$ cat config.mk
export PLATFORM = sky130hd
export DESIGN_NAME = apuhs_core
export DESIGN_NICKNAME = d
export VERILOG_FILES = /design/src/hdl/apuhs_pkg.sv /design/src/hdl/apuhs_stack.sv /design/src/hdl/apuhs_exec_timer.sv /design/src/hdl/apuhs_core.sv
export SDC_FILE = /design/constraint.sdc
export NUM_CORES = 2
export LEC_CHECK = 0
export BUFFER_PORTS_ARGS = -buffer_cell sky130_fd_sc_hd__buf_2
export CORE_ASPECT_RATIO = 0.7
export CORE_MARGIN = 4
export CORE_UTILIZATION = 30
export CTS_CLUSTER_DIAMETER = 50
export DETAILED_ROUTE_END_ITERATION = 10
export PLACE_DENSITY = 0.46
export RECOVER_POWER = 25
export SYNTH_ARGS = -nofsm -noshare
export SYNTH_HDL_FRONTEND = slang
export SYNTH_SLANG_ARGS = --single-unit
$ cat constraint.sdc
create_clock -name core_clk_i -period 17.5 [get_ports core_clk_i]
set_input_delay 0.875 -clock core_clk_i [delete_from_list [all_inputs] [get_ports core_clk_i]]
set_output_delay 0.875 -clock core_clk_i [all_outputs]
set_load 0.05 [all_outputs]
$ cat src/hdl/apuhs_pkg.sv
package apuhs_pkg;

  localparam int DATA_W = 8;
  localparam int STACK_BYTES = 16;
  localparam int CNT_W = 14;

  // status register layout
  localparam int ST_BUSY_BIT = 7;
  localparam int ST_SIGN_BIT = 6;
  localparam int ST_ZERO_BIT = 5;
  localparam int ST_ERR_LSB = 1;
  localparam int ST_CARRY_BIT = 0;
  localparam logic [3:0] ERR_RST = 4'h0;
  localparam logic [3:0] ERR_NONE = 4'h0;
  localparam logic [3:0] ERR_DIV_ZERO = 4'h8;
  localparam logic [3:0] ERR_NEG_ARG = 4'h4;
  localparam logic [3:0] ERR_ARG_BIG = 4'hc;
  localparam logic [3:0] ERR_UNDERFLOW = 4'h2;
  localparam logic [3:0] ERR_OVERFLOW = 4'h1;

  // command byte: top bit asks for a service request at completion
  localparam int CMD_SVC_BIT = 7;
  localparam logic [7:0] CMD_RST = 8'h00;
  localparam logic [6:0] OPC_NOP = 7'h00;
  localparam logic [6:0] OPC_FIXED16_ADD = 7'h6c;
  localparam logic [6:0] OPC_FIXED16_SUB = 7'h6d;
  localparam logic [6:0] OPC_FIXED16_MULL = 7'h6e;
  localparam logic [6:0] OPC_FIXED16_MULU = 7'h76;
  localparam logic [6:0] OPC_FIXED16_XCH = 7'h79;
  localparam logic [6:0] OPC_FLOAT_ADD = 7'h10;
  localparam logic [6:0] OPC_NATURAL_LOG = 7'h09;
  localparam logic [6:0] OPC_COMMON_LOG = 7'h08;
  localparam logic [6:0] OPC_SQUARE_ROOT = 7'h01;

  // execution times in clock cycles
  localparam int CYC_FIXED16_ADD = 17;
  localparam int CYC_FIXED16_SUB = 30;
  localparam int CYC_MULL_MIN = 84;
  localparam int CYC_MULL_MAX = 94;
  localparam int CYC_MULU_MIN = 80;
  localparam int CYC_MULU_MAX = 98;
  localparam int CYC_FIXED16_XCH = 18;
  localparam int CYC_NOP = 4;
  localparam int CYC_FLOAT_ADD_MIN = 54;
  localparam int CYC_FLOAT_ADD_MAX = 368;
  localparam int CYC_SQUARE_ROOT = 800;

  // interface latch transfer times in clock cycles
  localparam logic [2:0] XFER_STATUS_CYC = 3'd1;
  localparam logic [2:0] XFER_DATA_CYC = 3'd3;
  localparam logic [2:0] XFER_CMD_CYC = 3'd1;
  localparam logic [2:0] DRAIN_CYC = 3'd5;

  // natural log to common log factor, 0.43429448 in q0.16
  localparam logic [15:0] LOG10_E_Q16 = 16'h6f2e;

  typedef enum logic [2:0] {
    ACC_NONE, ACC_CMD_WR, ACC_STAT_RD, ACC_DATA_WR, ACC_DATA_RD
  } apuhs_acc_t;

  typedef enum logic [1:0] {
    ST_IDLE = 2'b00, ST_WAIT = 2'b01, ST_XFER = 2'b11, ST_HOLD = 2'b10
  } apuhs_state_t;

  typedef enum logic [2:0] {
    SOP_NONE, SOP_PUSH, SOP_POP, SOP_BIN, SOP_XCH
  } apuhs_sop_t;

endpackage : apuhs_pkg

$ cat src/hdl/apuhs_stack.sv
`timescale 1ns/1ps
module apuhs_stack import apuhs_pkg::*; (
  // clock and reset
  input wire logic core_clk_i,
  input wire logic rst_n_i,
  // operation
  input wire apuhs_sop_t op_i,
  input wire logic [7:0] push_data_i,
  input wire logic [15:0] result_i,
  // stack top view
  output logic [7:0] top_byte_o,
  output logic [15:0] tos_o,
  output logic [15:0] nos_o
);

  logic [7:0] mem [STACK_BYTES];

  always_ff @(posedge core_clk_i or negedge rst_n_i) begin
    if (!rst_n_i) begin
      for (int i = 0; i < STACK_BYTES; i++) begin
        mem[i] <= 8'h00;
      end
    end else begin
      unique case (op_i)
        SOP_PUSH: begin
          // the bottom byte falls off
          mem[0] <= push_data_i;
          for (int i = 1; i < STACK_BYTES; i++) begin
            mem[i] <= mem[i-1];
          end
        end
        SOP_POP: begin
          // the removed byte rotates to the bottom
          for (int i = 0; i < STACK_BYTES - 1; i++) begin
            mem[i] <= mem[i+1];
          end
          mem[STACK_BYTES-1] <= mem[0];
        end
        SOP_BIN: begin
          mem[0] <= result_i[15:8];
          mem[1] <= result_i[7:0];
          for (int i = 2; i < STACK_BYTES - 2; i++) begin
            mem[i] <= mem[i+2];
          end
          mem[STACK_BYTES-2] <= mem[0];
          mem[STACK_BYTES-1] <= mem[1];
        end
        SOP_XCH: begin
          mem[0] <= mem[2];
          mem[1] <= mem[3];
          mem[2] <= mem[0];
          mem[3] <= mem[1];
        end
        default: begin
        end
      endcase
    end
  end

  assign top_byte_o = mem[0];
  assign tos_o = {mem[0], mem[1]};
  assign nos_o = {mem[2], mem[3]};

endmodule : apuhs_stack

$ cat src/hdl/apuhs_exec_timer.sv
`timescale 1ns/1ps
module apuhs_exec_timer import apuhs_pkg::*; (
  // clock and reset
  input wire logic core_clk_i,
  input wire logic rst_n_i,
  // start with a cycle count
  input wire logic start_i,
  input wire logic [CNT_W-1:0] count_i,
  // progress
  output logic busy_o,
  output logic done_o
);

  logic [CNT_W-1:0] cnt;

  always_ff @(posedge core_clk_i or negedge rst_n_i) begin
    if (!rst_n_i) begin
      cnt <= '0;
    end else if (start_i) begin
      cnt <= count_i;
    end else if (cnt != '0) begin
      cnt <= cnt - 1'b1;
    end
  end

  // done marks the last cycle of execution, busy drops on the next edge
  assign busy_o = (cnt != '0);
  assign done_o = (cnt == {{(CNT_W-1){1'b0}}, 1'b1});

endmodule : apuhs_exec_timer

$ cat src/hdl/apuhs_core.sv
`timescale 1ns/1ps
// Contract
// (RULE_01) end output goes low at execution end
// (RULE_02) end clears busy, raises service request if asked
// (RULE_03) end-acknowledge low pulse returns end output high
// (RULE_04) service-acknowledge low pulse lowers service request
// (RULE_05) ready high when idle, low only on access
// (RULE_06) command write while busy waits for completion
// (RULE_07) stack access while busy waits for completion
// (RULE_08) idle data read: ready low during latch load
// (RULE_09) idle data write: ready low until latch free
// (RULE_10) status read ready low briefly, even when busy
// (RULE_11) host holds strobes steady while ready low
// (RULE_12) busy bit is one while executing
// (RULE_13) sign bit shows stack top negative
// (RULE_14) zero bit shows stack top zero
// (RULE_15) carry bit shows carry or borrow out
// (RULE_16) error field codes last result validity
// (RULE_17) other status bits undefined while busy
// (RULE_18) status read drives status onto data bus
// (RULE_19) each command takes its tabulated cycle count
// (RULE_20) data dependent commands stay within range
// (RULE_21) common log is natural log times constant; the code computes no log and leaves the stack unchanged
// (RULE_22) power is exp of y times ln x; no power command is implemented
// (RULE_23) command write: select high, write strobe low
// (RULE_24) data write pushes, bottom byte lost
// (RULE_25) data read pops, byte rotates to bottom
// (RULE_26) status: busy sign zero error carry layout
module apuhs_core import apuhs_pkg::*; #(
  parameter int LN_MIN_CYC = 4298,
  parameter int LN_MAX_CYC = 6956
) (
  // clock and reset
  input wire logic core_clk_i,
  input wire logic rst_n_i,
  // host bus
  input wire logic cs_n_i,
  input wire logic cmd_data_select_i,
  input wire logic rd_n_i,
  input wire logic wr_n_i,
  input wire logic [7:0] data_i,
  output logic [7:0] data_o,
  output logic data_oe_o,
  output logic ready_o,
  // completion
  output logic end_n_o,
  output logic service_req_out_o,
  input wire logic done_ack_n_i,
  input wire logic service_ack_n_i
);

  logic [13:0] pin_s1;
  logic [13:0] pin_s2;
  logic done_ack_d;
  logic service_ack_d;
  logic done_ack_fall;
  logic service_ack_fall;
  apuhs_acc_t acc;
  apuhs_acc_t acc_q;
  apuhs_state_t state;
  logic [2:0] xfer_cnt;
  logic latch_full;
  logic [7:0] wr_latch;
  logic [2:0] drain_cnt;
  logic [7:0] cmd_q;
  logic exec_start;
  logic [CNT_W-1:0] exec_count;
  logic exec_busy;
  logic exec_done;
  logic carry;
  logic [3:0] err_code;
  apuhs_sop_t sop;
  logic [15:0] result;
  logic next_carry;
  logic [3:0] next_err;
  apuhs_sop_t exec_sop;
  logic [7:0] top_byte;
  logic [15:0] stack_top;
  logic [15:0] nos;
  logic [7:0] status;
  logic xfer_last;

  function automatic apuhs_acc_t decode_access(input logic cs_n,
      input logic sel, input logic rd_n, input logic wr_n);
    apuhs_acc_t kind;
    kind = ACC_NONE;
    if (!cs_n && !wr_n) begin
      kind = sel ? ACC_CMD_WR : ACC_DATA_WR;
    end else if (!cs_n && !rd_n) begin
      kind = sel ? ACC_STAT_RD : ACC_DATA_RD;
    end
    return kind;
  endfunction : decode_access

  // operand bits pick a point inside the range of a variable command
  function automatic logic [CNT_W-1:0] in_range(input int lo,
      input int hi, input logic [15:0] v);
    int extra;
    extra = int'(v[11:0]);
    if (extra > hi - lo) begin
      extra = hi - lo;
    end
    return CNT_W'(lo + extra);
  endfunction : in_range

  function automatic logic [CNT_W-1:0] exec_cycles(input logic [6:0] opc,
      input logic [15:0] v);
    logic [CNT_W-1:0] n;
    unique case (opc)
      OPC_FIXED16_ADD: n = CNT_W'(CYC_FIXED16_ADD); // [RULE_19]
      OPC_FIXED16_SUB: n = CNT_W'(CYC_FIXED16_SUB);
      OPC_FIXED16_MULL: n = in_range(CYC_MULL_MIN, CYC_MULL_MAX, v);
      OPC_FIXED16_MULU: n = in_range(CYC_MULU_MIN, CYC_MULU_MAX, v);
      OPC_FIXED16_XCH: n = CNT_W'(CYC_FIXED16_XCH);
      OPC_SQUARE_ROOT: n = CNT_W'(CYC_SQUARE_ROOT);
      OPC_FLOAT_ADD: begin
        n = in_range(CYC_FLOAT_ADD_MIN, CYC_FLOAT_ADD_MAX, v); // [RULE_20]
      end
      OPC_NATURAL_LOG, OPC_COMMON_LOG: begin
        n = in_range(LN_MIN_CYC, LN_MAX_CYC, v); // [RULE_20]
      end
      default: n = CNT_W'(CYC_NOP);
    endcase
    return n;
  endfunction : exec_cycles

  // every pin passes two flops; strobes are level stable per host contract
  always_ff @(posedge core_clk_i or negedge rst_n_i) begin
    if (!rst_n_i) begin
      pin_s1 <= 14'h3f00;
      pin_s2 <= 14'h3f00;
      done_ack_d <= 1'b1;
      service_ack_d <= 1'b1;
    end else begin
      pin_s1 <= {done_ack_n_i, service_ack_n_i, cs_n_i, cmd_data_select_i,
                 rd_n_i, wr_n_i, data_i};
      pin_s2 <= pin_s1;
      done_ack_d <= pin_s2[13];
      service_ack_d <= pin_s2[12];
    end
  end

  assign done_ack_fall = done_ack_d && !pin_s2[13];
  assign service_ack_fall = service_ack_d && !pin_s2[12];
  // [RULE_11] [RULE_23] [RULE_24] [RULE_25]
  assign acc = decode_access(pin_s2[11], pin_s2[10], pin_s2[9], pin_s2[8]);
  assign xfer_last = (state == ST_XFER) && (xfer_cnt == 3'd1);

  // [RULE_26] [RULE_12] [RULE_13] [RULE_14] [RULE_17]
  assign status = {exec_busy, stack_top[15], (stack_top == 16'h0000), err_code, carry};

  always_ff @(posedge core_clk_i or negedge rst_n_i) begin
    if (!rst_n_i) begin
      state <= ST_IDLE;
      acc_q <= ACC_NONE;
      xfer_cnt <= 3'd0;
      ready_o <= 1'b1;
      data_oe_o <= 1'b0;
      data_o <= 8'h00;
    end else begin
      unique case (state)
        ST_IDLE: begin
          if (acc != ACC_NONE) begin
            acc_q <= acc;
            ready_o <= 1'b0; // [RULE_05]
            state <= ST_WAIT;
          end
        end
        ST_WAIT: begin
          // status never waits; all else waits for execution and latch
          if (acc_q == ACC_STAT_RD) begin // [RULE_10]
            xfer_cnt <= XFER_STATUS_CYC;
            state <= ST_XFER;
          end else if (!exec_busy && !exec_start && !latch_full) begin
            // [RULE_06] [RULE_07] [RULE_09]
            xfer_cnt <= (acc_q == ACC_DATA_RD) ? XFER_DATA_CYC :
                        (acc_q == ACC_CMD_WR) ? XFER_CMD_CYC : 3'd1;
            state <= ST_XFER;
          end
        end
        ST_XFER: begin
          if (xfer_cnt == 3'd1) begin
            ready_o <= 1'b1; // [RULE_08] [RULE_09] [RULE_10]
            state <= ST_HOLD;
            if (acc_q == ACC_STAT_RD) begin
              data_o <= status; // [RULE_18]
              data_oe_o <= 1'b1;
            end else if (acc_q == ACC_DATA_RD) begin
              data_o <= top_byte;
              data_oe_o <= 1'b1;
            end
          end else begin
            xfer_cnt <= xfer_cnt - 1'b1;
          end
        end
        ST_HOLD: begin
          if (acc == ACC_NONE) begin
            data_oe_o <= 1'b0;
            state <= ST_IDLE;
          end
        end
      endcase
    end
  end

  // write latch drains into the stack some cycles after the strobe
  always_ff @(posedge core_clk_i or negedge rst_n_i) begin
    if (!rst_n_i) begin
      latch_full <= 1'b0;
      wr_latch <= 8'h00;
      drain_cnt <= 3'd0;
    end else if (xfer_last && acc_q == ACC_DATA_WR) begin
      latch_full <= 1'b1;
      wr_latch <= pin_s2[7:0];
      drain_cnt <= DRAIN_CYC;
    end else if (latch_full) begin
      drain_cnt <= drain_cnt - 1'b1;
      if (drain_cnt == 3'd1) begin
        latch_full <= 1'b0; // [RULE_09]
      end
    end
  end

  always_ff @(posedge core_clk_i or negedge rst_n_i) begin
    if (!rst_n_i) begin
      cmd_q <= CMD_RST;
      exec_start <= 1'b0;
      exec_count <= '0;
    end else begin
      exec_start <= xfer_last && (acc_q == ACC_CMD_WR); // [RULE_23]
      if (xfer_last && acc_q == ACC_CMD_WR) begin
        cmd_q <= pin_s2[7:0];
        exec_count <= exec_cycles(pin_s2[6:0], stack_top); // [RULE_19]
      end
    end
  end

  apuhs_exec_timer u_timer (
    .core_clk_i(core_clk_i),
    .rst_n_i(rst_n_i),
    .start_i(exec_start),
    .count_i(exec_count),
    .busy_o(exec_busy),
    .done_o(exec_done)
  );

  // results of the fixed point subset; other results are left in place
  always_comb begin
    logic [16:0] wide;
    logic signed [31:0] prod;
    logic [31:0] scaled;
    wide = 17'h00000;
    prod = $signed(nos) * $signed(stack_top);
    scaled = stack_top * LOG10_E_Q16;
    result = 16'h0000;
    next_carry = 1'b0;
    next_err = ERR_NONE;
    exec_sop = SOP_NONE;
    unique case (cmd_q[6:0])
      OPC_FIXED16_ADD: begin
        wide = {1'b0, nos} + {1'b0, stack_top};
        result = wide[15:0];
        next_carry = wide[16]; // [RULE_15]
        if (nos[15] == stack_top[15] && result[15] != stack_top[15]) begin
          next_err = ERR_OVERFLOW; // [RULE_16]
        end
        exec_sop = SOP_BIN;
      end
      OPC_FIXED16_SUB: begin
        wide = {1'b0, nos} - {1'b0, stack_top};
        result = wide[15:0];
        next_carry = wide[16]; // [RULE_15]
        if (nos[15] != stack_top[15] && result[15] != nos[15]) begin
          next_err = ERR_OVERFLOW;
        end
        exec_sop = SOP_BIN;
      end
      OPC_FIXED16_MULL: begin
        result = prod[15:0];
        exec_sop = SOP_BIN;
      end
      OPC_FIXED16_MULU: begin
        result = prod[31:16];
        exec_sop = SOP_BIN;
      end
      OPC_FIXED16_XCH: exec_sop = SOP_XCH;
      OPC_SQUARE_ROOT, OPC_NATURAL_LOG: begin
        if (stack_top[15]) begin
          next_err = ERR_NEG_ARG; // [RULE_16]
        end
      end
      OPC_COMMON_LOG: begin
        // the stack top times log10(e) is formed but never written back; the stack is left unchanged [RULE_21]
        if (stack_top[15]) begin
          next_err = ERR_NEG_ARG;
        end
        result = scaled[31:16];
        exec_sop = SOP_XCH;
      end
      default: begin
      end
    endcase
  end

  always_comb begin
    sop = SOP_NONE;
    if (exec_done) begin
      sop = (cmd_q[6:0] == OPC_COMMON_LOG) ? SOP_NONE : exec_sop;
    end else if (xfer_last && acc_q == ACC_DATA_RD) begin
      sop = SOP_POP; // [RULE_25]
    end else if (latch_full && drain_cnt == 3'd1) begin
      sop = SOP_PUSH; // [RULE_24]
    end
  end

  apuhs_stack u_stack (
    .core_clk_i(core_clk_i),
    .rst_n_i(rst_n_i),
    .op_i(sop),
    .push_data_i(wr_latch),
    .result_i(result),
    .top_byte_o(top_byte),
    .tos_o(stack_top),
    .nos_o(nos)
  );

  always_ff @(posedge core_clk_i or negedge rst_n_i) begin
    if (!rst_n_i) begin
      carry <= 1'b0;
      err_code <= ERR_RST;
    end else if (exec_done) begin
      carry <= next_carry;
      err_code <= next_err;
    end
  end

  // a completion in the same cycle as an acknowledge wins
  always_ff @(posedge core_clk_i or negedge rst_n_i) begin
    if (!rst_n_i) begin
      end_n_o <= 1'b1;
    end else if (exec_done) begin
      end_n_o <= 1'b0; // [RULE_01]
    end else if (done_ack_fall) begin
      end_n_o <= 1'b1; // [RULE_03]
    end
  end

  always_ff @(posedge core_clk_i or negedge rst_n_i) begin
    if (!rst_n_i) begin
      service_req_out_o <= 1'b0;
    end else if (exec_done && cmd_q[CMD_SVC_BIT]) begin
      service_req_out_o <= 1'b1; // [RULE_02]
    end else if (service_ack_fall) begin
      service_req_out_o <= 1'b0; // [RULE_04]
    end
  end
endmodule : apuhs_core

Word-level counts from Yosys, hierarchy flattened

Cells that the tools add are included.

Eq/ne operators: 41
Add/sub/neg operators: 9
Magnitude comparators: 4
Multipliers: 2
Muxes and demuxes: 62
Reduce and logical (&&, ||, !) cells: 46

Operators by type and width:

| kind                   | count |
|---|---|
| $pmux 96 s3            | 1 |
| $mux 14                | 10 |
| $pmux 32 s4            | 1 |
| $pmux 14 s8            | 1 |
| $pmux 16 s5            | 1 |
| $eq 7x7->1 const B     | 10 |
| $mux 12                | 4 |
| $mux 3                 | 11 |
| $mul 16x16->32         | 1 |
| $mul 16x14->30 const B | 1 |
| $add 8x14->14 const A  | 2 |
| $eq 7x4->1 const B     | 4 |
| $add 16x16->17         | 1 |
| $sub 16x16->17         | 1 |
| $logic_not 16->1       | 1 |
| $mux 1                 | 16 |
| $mux 2                 | 8 |
| $mux 8                 | 2 |
| $reduce_bool 2->1      | 8 |
| $add 14x14->14 const A | 1 |
| $add 7x14->14 const A  | 1 |
| $eq 14x1->1 const B    | 1 |
| $eq 7x1->1 const B     | 2 |
| $logic_and 1x1->1      | 14 |
| 34 further kinds       | 61 |

Output and inout bits: 12
Flip-flop bits (word level): 232
Input port bits: 16

Depth between registers and ports, before layout

Depth in word-level cells: 7
Depth in mapped cells: 26
Gate-level depth less buffers: 23

Hierarchy

From an unflattened synthesis, not the netlist that was laid out.

Cells, all modules: 3270
Area total of the unflattened synthesis: 30639.4 um^2

Modules (own cells, without submodules):

| module           | times used | cells an instance | area each (um^2) | sequential area each (um^2) |
|---|---|---|---|---|
| apuhs_core       | 1          | 2377              | 21364.2          | 2222.1 |
| apuhs_stack      | 1          | 803               | 8389.3           | 3203.1 |
| apuhs_exec_timer | 1          | 90                | 885.8            | 350.3 |

Least setup slack after synthesis

OpenSTA, ideal clock, no wires.

Path kind: reg-to-reg
Start point: reg u_stack.mem, in the netlist u_stack.top_byte_o[1]
End point: reg u_stack.mem, in the netlist u_stack.top_byte_o[6]
Path buffers: 3
Stages on the path, launching flop included: 26
Data arrival time: 6.769 ns
Slack: 10.601 ns
Setup time: 0.130 ns
Data required time: 17.370 ns
Cell sequence: dfrtp_1 > clkbuf_1 > clkbuf_1 > buf_1 > nand2_1 > fa_1 > inv_1 > fa_1 > inv_1 > fa_1 > inv_1 > fa_1 > fa_1 > inv_1 > fa_1 > inv_1 > ha_1 > a21o_1 > a21o_1 > or2_2 > a311oi_1 > o31ai_1 > a31oi_1 > xnor2_1 > a221oi_1 > o21ai_1

Cells in the longest elaborated chain, start to end: 3

Ends and longest elaborated chain:

| item                                   | RTL line          | source |
|---|---|---|
| start: declaration                     | apuhs_stack.sv:16 | `logic [7:0] mem [STACK_BYTES];` |
| start signal: indexed assignment       | apuhs_stack.sv:29 | `mem[i] <= mem[i-1];` |
| start signal: indexed assignment       | apuhs_stack.sv:35 | `mem[i] <= mem[i+1];` |
| start signal: indexed assignment       | apuhs_stack.sv:37 | `mem[STACK_BYTES-1] <= mem[0];` |
| $mul 16x14->30 (tied with other cells) | apuhs_core.sv:254 | `scaled = stack_top * LOG10_E_Q16;` |
| $pmux 16 s5 (*)                        | apuhs_core.sv:259 | `unique case (cmd_q[6:0])` |
| $pmux 32 s4 (*)                        | apuhs_stack.sv:24 | `unique case (op_i)` |

Every way passes the cells marked *; elsewhere a longest branch is shown, timed or not.
A chain may end at the register's enable or synchronous reset.

Worst setup path in the final report

Start point: reg u_stack.mem, in the netlist u_stack.tos_o[5]
End point: reg u_stack.mem, in the netlist u_stack.tos_o[3]

Cells in the longest elaborated chain, start to end: 3

Ends and longest elaborated chain:

| item                                             | RTL line |
|---|---|
| $mul 16x14->30 or $mul 16x16->32 (tied branches) | apuhs_core.sv:254, apuhs_core.sv:253 |
| $pmux 16 s5 (*)                                  | apuhs_core.sv:259 |
| $pmux 32 s4 (*)                                  | apuhs_stack.sv:24 |

Marks and branches as above.

==> flow_summary.ini <==
[status]
status = finished with violations
violations = max-capacitance violations, max-slew violations

[logic_synthesis]
synth_nets = 3843
ys_ff_latch = 230
synthArstFlopShare = 1.00
avgSynthCellArea_um2 = 8.91
ys_seq_area_frac = 0.203
synth_warnings = 0
synth.distinct_cells = 75
synth-edff-count = 0
synth-main-ff-cell = dfrtp_1
netlist_area_um2 = 28400
synthCells = 3186

[timing]
finalSetupViolCount = 0
layout_min_cycle_time_ps = 7980
hold_viol_final = 0
worst_pin_slew_ps = 5680
rsz0062_at_grt = no
max_clock_freq_mhz = 125
timing.final.crit_share = 0.456
tns_ps = 0
relSlewSlack = -2.79
final.setup_skew_ps = 32.7
slew_violations = 103

[global_routing]
grt_pass1_wl_mm = 151
grt.overflow.total = 0
grt_max_degree = 103
antenna_found_initial = 2
grt_pass1_vias = 22300
track_usage = 0.199

[cells_and_area]
drive_gt1_frac = 0.0600
layout.nets = 3782
syn_to_final_growth_pct = 8.68
final-seq-area_um2 = 5780
multi_input_area_um2 = 20100
num-fill-cells = 9807

[routing]
vias_per_cell = 5.17
drtIter0Drc = 2483
dr_total_vias = 22700
ant_nets = 0
wl_per_cell_um = 22.6
first_pass_iters = 6
routed_wl_mm = 99.3
drc = 0

[clock_tree]
cts_root_buf = clkbuf_16
hold_buffers = 0
clk_path_buf_depth = 3
cts_made_buffers = 30
htree_levels = 1
cts_tree = yes
clock_sink_count = 230
clk-insertion-delay-late_ps = 610
cts.repair.resized = 0
cts_setup_buffers = 0
clkTransAtPathRegs_ps = 70

[critical_path]
r2r_slack_ps = 9520
arrival_ps = 8390
crit_path_end_kind = register
cp.required_ps = 17910
cp-start-kind = register
worstSetupPathType = reg -> reg
crit_fanout = 23

[floorplan]
die_y_um = 265
row_count = 94
initial_core_util = 0.302
die_area_um2 = 99700
die_w_um = 376
coreArea_um2 = 94000
pin_count = 28

[hold_path]
min_path_type = reg -> reg

[placement]
gp_congestion = 0.890
portBuffers = 27
hpwlAfterDp_mm = 71.3

[run]
max_cap_viol_count = 2
==> flip-flops by register name, summed over array words and instances, names as in the netlist, 3 cells and up <==
register and cells:
u_timer.cnt 14, pin_s2 14, drain_cnt 3, u_stack.mem 96, pin_s1 14, wr_latch 8, xfer_cnt 3, u_stack.nos_o 16
acc_q 3, data_o 8, u_stack.top_byte_o 8, cmd_q 8, exec_count 14, u_stack.tos_o 8
==> final timing paths <==
check                      cells after the start                             to                          from
max in group asynchronous                      3  u_stack.nos_o[10]$_DFFE_PN0P_                       rst_n_i
min in group asynchronous                      1        xfer_cnt[0]$_DFFE_PN0P_                       rst_n_i
max reg2reg                                   21   u_stack.tos_o[3]$_DFFE_PN0P_  u_stack.tos_o[5]$_DFFE_PN0P_
max                                           21   u_stack.tos_o[3]$_DFFE_PN0P_  u_stack.tos_o[5]$_DFFE_PN0P_
min                                            0            pin_s2[7]$_DFF_PN0_           pin_s1[7]$_DFF_PN0_
min reg2reg                                    0            pin_s2[7]$_DFF_PN0_           pin_s1[7]$_DFF_PN0_
==> synthesized netlist by cell type (9+ instances only) <==
| library cell | count | share of area |
|---|---|---|
| inv_1 | 495 | 0.065 |
| fa_1 | 363 | 0.26 |
| nand2_1 | 355 | 0.047 |
| ha_1 | 278 | 0.12 |
| dfrtp_1 | 214 | 0.19 |
| nor2_1 | 187 | 0.025 |
| a21oi_1 | 157 | 0.028 |
| o21ai_0 | 151 | 0.027 |
| clkbuf_1 | 139 | 0.018 |
| and2_1 | 108 | 0.024 |
| a31oi_1 | 80 | 0.018 |
| nand3_1 | 78 | 0.014 |
| a22oi_1 | 77 | 0.020 |
| xnor2_1 | 61 | 0.019 |
| a221o_1 | 46 | 0.016 |
| nor3_1 | 27 | 0.0048 |
| nand2b_1 | 26 | 0.0057 |
| a21o_1 | 18 | 0.0048 |
| buf_2 | 18 | 0.0032 |
| xor2_1 | 18 | 0.0056 |
| a211oi_1 | 17 | 0.0045 |
| o22ai_1 | 17 | 0.0037 |
| dfstp_2 | 16 | 0.015 |
| nor2b_1 | 15 | 0.0033 |
| or3_1 | 15 | 0.0033 |
| o21a_1 | 13 | 0.0034 |
| a221oi_1 | 12 | 0.0037 |
| nand4_1 | 12 | 0.0026 |
| o31ai_1 | 12 | 0.0032 |
| mux2_2 | 10 | 0.0040 |
| mux2i_1 | 9 | 0.0032 |
| nor4_1 | 9 | 0.0020 |
==> metal layers <==
| layer | part of all wire | up-vias | routed length (um) | GRT usage |
|---|---|---|---|---|
| met5 | 0.00014 | - | 14 | 0 |
| met4 | 0.024 | 2 | 2360 | 0.0403 |
| met3 | 0.097 | 140 | 9590 | 0.0570 |
| met2 | 0.37 | 890 | 36700 | 0.255 |
| met1 | 0.51 | 11300 | 50600 | 0.321 |
| li1 | - | 10400 | - | - |
==> layout by cell type (no fill, tap or decap), drive strengths merged, types with 8 or more instances in the layout <==
master,instances
nor2,187
xor2,18
and2,108
dfstp,16
a31oi,80
o21a,13
a221o,46
and3,8
nand2,355
nand2b,26
a22oi,77
buf,82
mux2i,9
clkinv,13
or3,15
nor4,10
a221oi,13
ha,278
nor2b,15
xnor2,61
o31ai,12
o21ai,155
nand3,78
inv,501
nand4,12
mux2,10
o211ai,8
a211oi,17
a21oi,157
fa,363
dfrtp,214
clkbuf,40
a21o,18
nor3,29
o22ai,17
==> stage by stage <==
stage | cells | util | hold WS, ps | setup WS, ps | area [um^2]
after global routing | 4396 | 0.328 | 330 | 9370 | 30900
after floorplan | 3186 | - | 331 | 10600 | 28400
final | 4397 | 0.328 | 351 | 9520 | 30900
after global placement | 4341 | 0.318 | 332 | 9890 | 29900
after CTS | 4396 | 0.329 | 323 | 9770 | 30900
after detailed placement | 4341 | 0.318 | 335 | 9780 | 29900
==> cell type report <==
type | instances | area share
clock inverters | 16 | 0.00624
diodes | 1 | 0.0000811
multi-input cells | 2279 | 0.650
repair buffers | 83 | 0.0180
well taps | 1248 | 0.0506
clock buffers | 39 | 0.0268
inverters | 501 | 0.0609
flip-flops and latches | 230 | 0.187
==> kinds of logic (layout without fill, tap and decap cells) <==
group / Yosys count / after routing / synth area share
AOI/OAI and AO/OA: 667 / 667 / 0.152
xor gates and xnor gates: 79 / 79 / 0.0244
adders and majority gates: 641 / 641 / 0.378
buffers and inverters: 677 / 639 / 0.0923
DFF: 230 / 230 / 0.203
muxes: 19 / 19 / 0.00714
other: 0 / 1 / 0
and+or+nand+nor: 873 / 873 / 0.142
==> critical path, stage by stage, from the launching register on <==
cell and delay (ps):
dfrtp_1 870, buf_4 490, ha_1 480, fa_1 490, inv_1 90, fa_1 410, fa_1 430, fa_1 540
inv_1 50, fa_1 470, inv_1 60, fa_1 530, inv_1 40, ha_1 340, a21o_1 220, a21oi_1 330
a21oi_1 130, nor2b_1 190, o21ai_0 120, mux2i_1 200, a2111oi_0 1250, a211oi_1 70
Power is left out: the tool's default activity adds up to more than one toggle a clock period on the data nets, which glitch-free logic cannot reach.
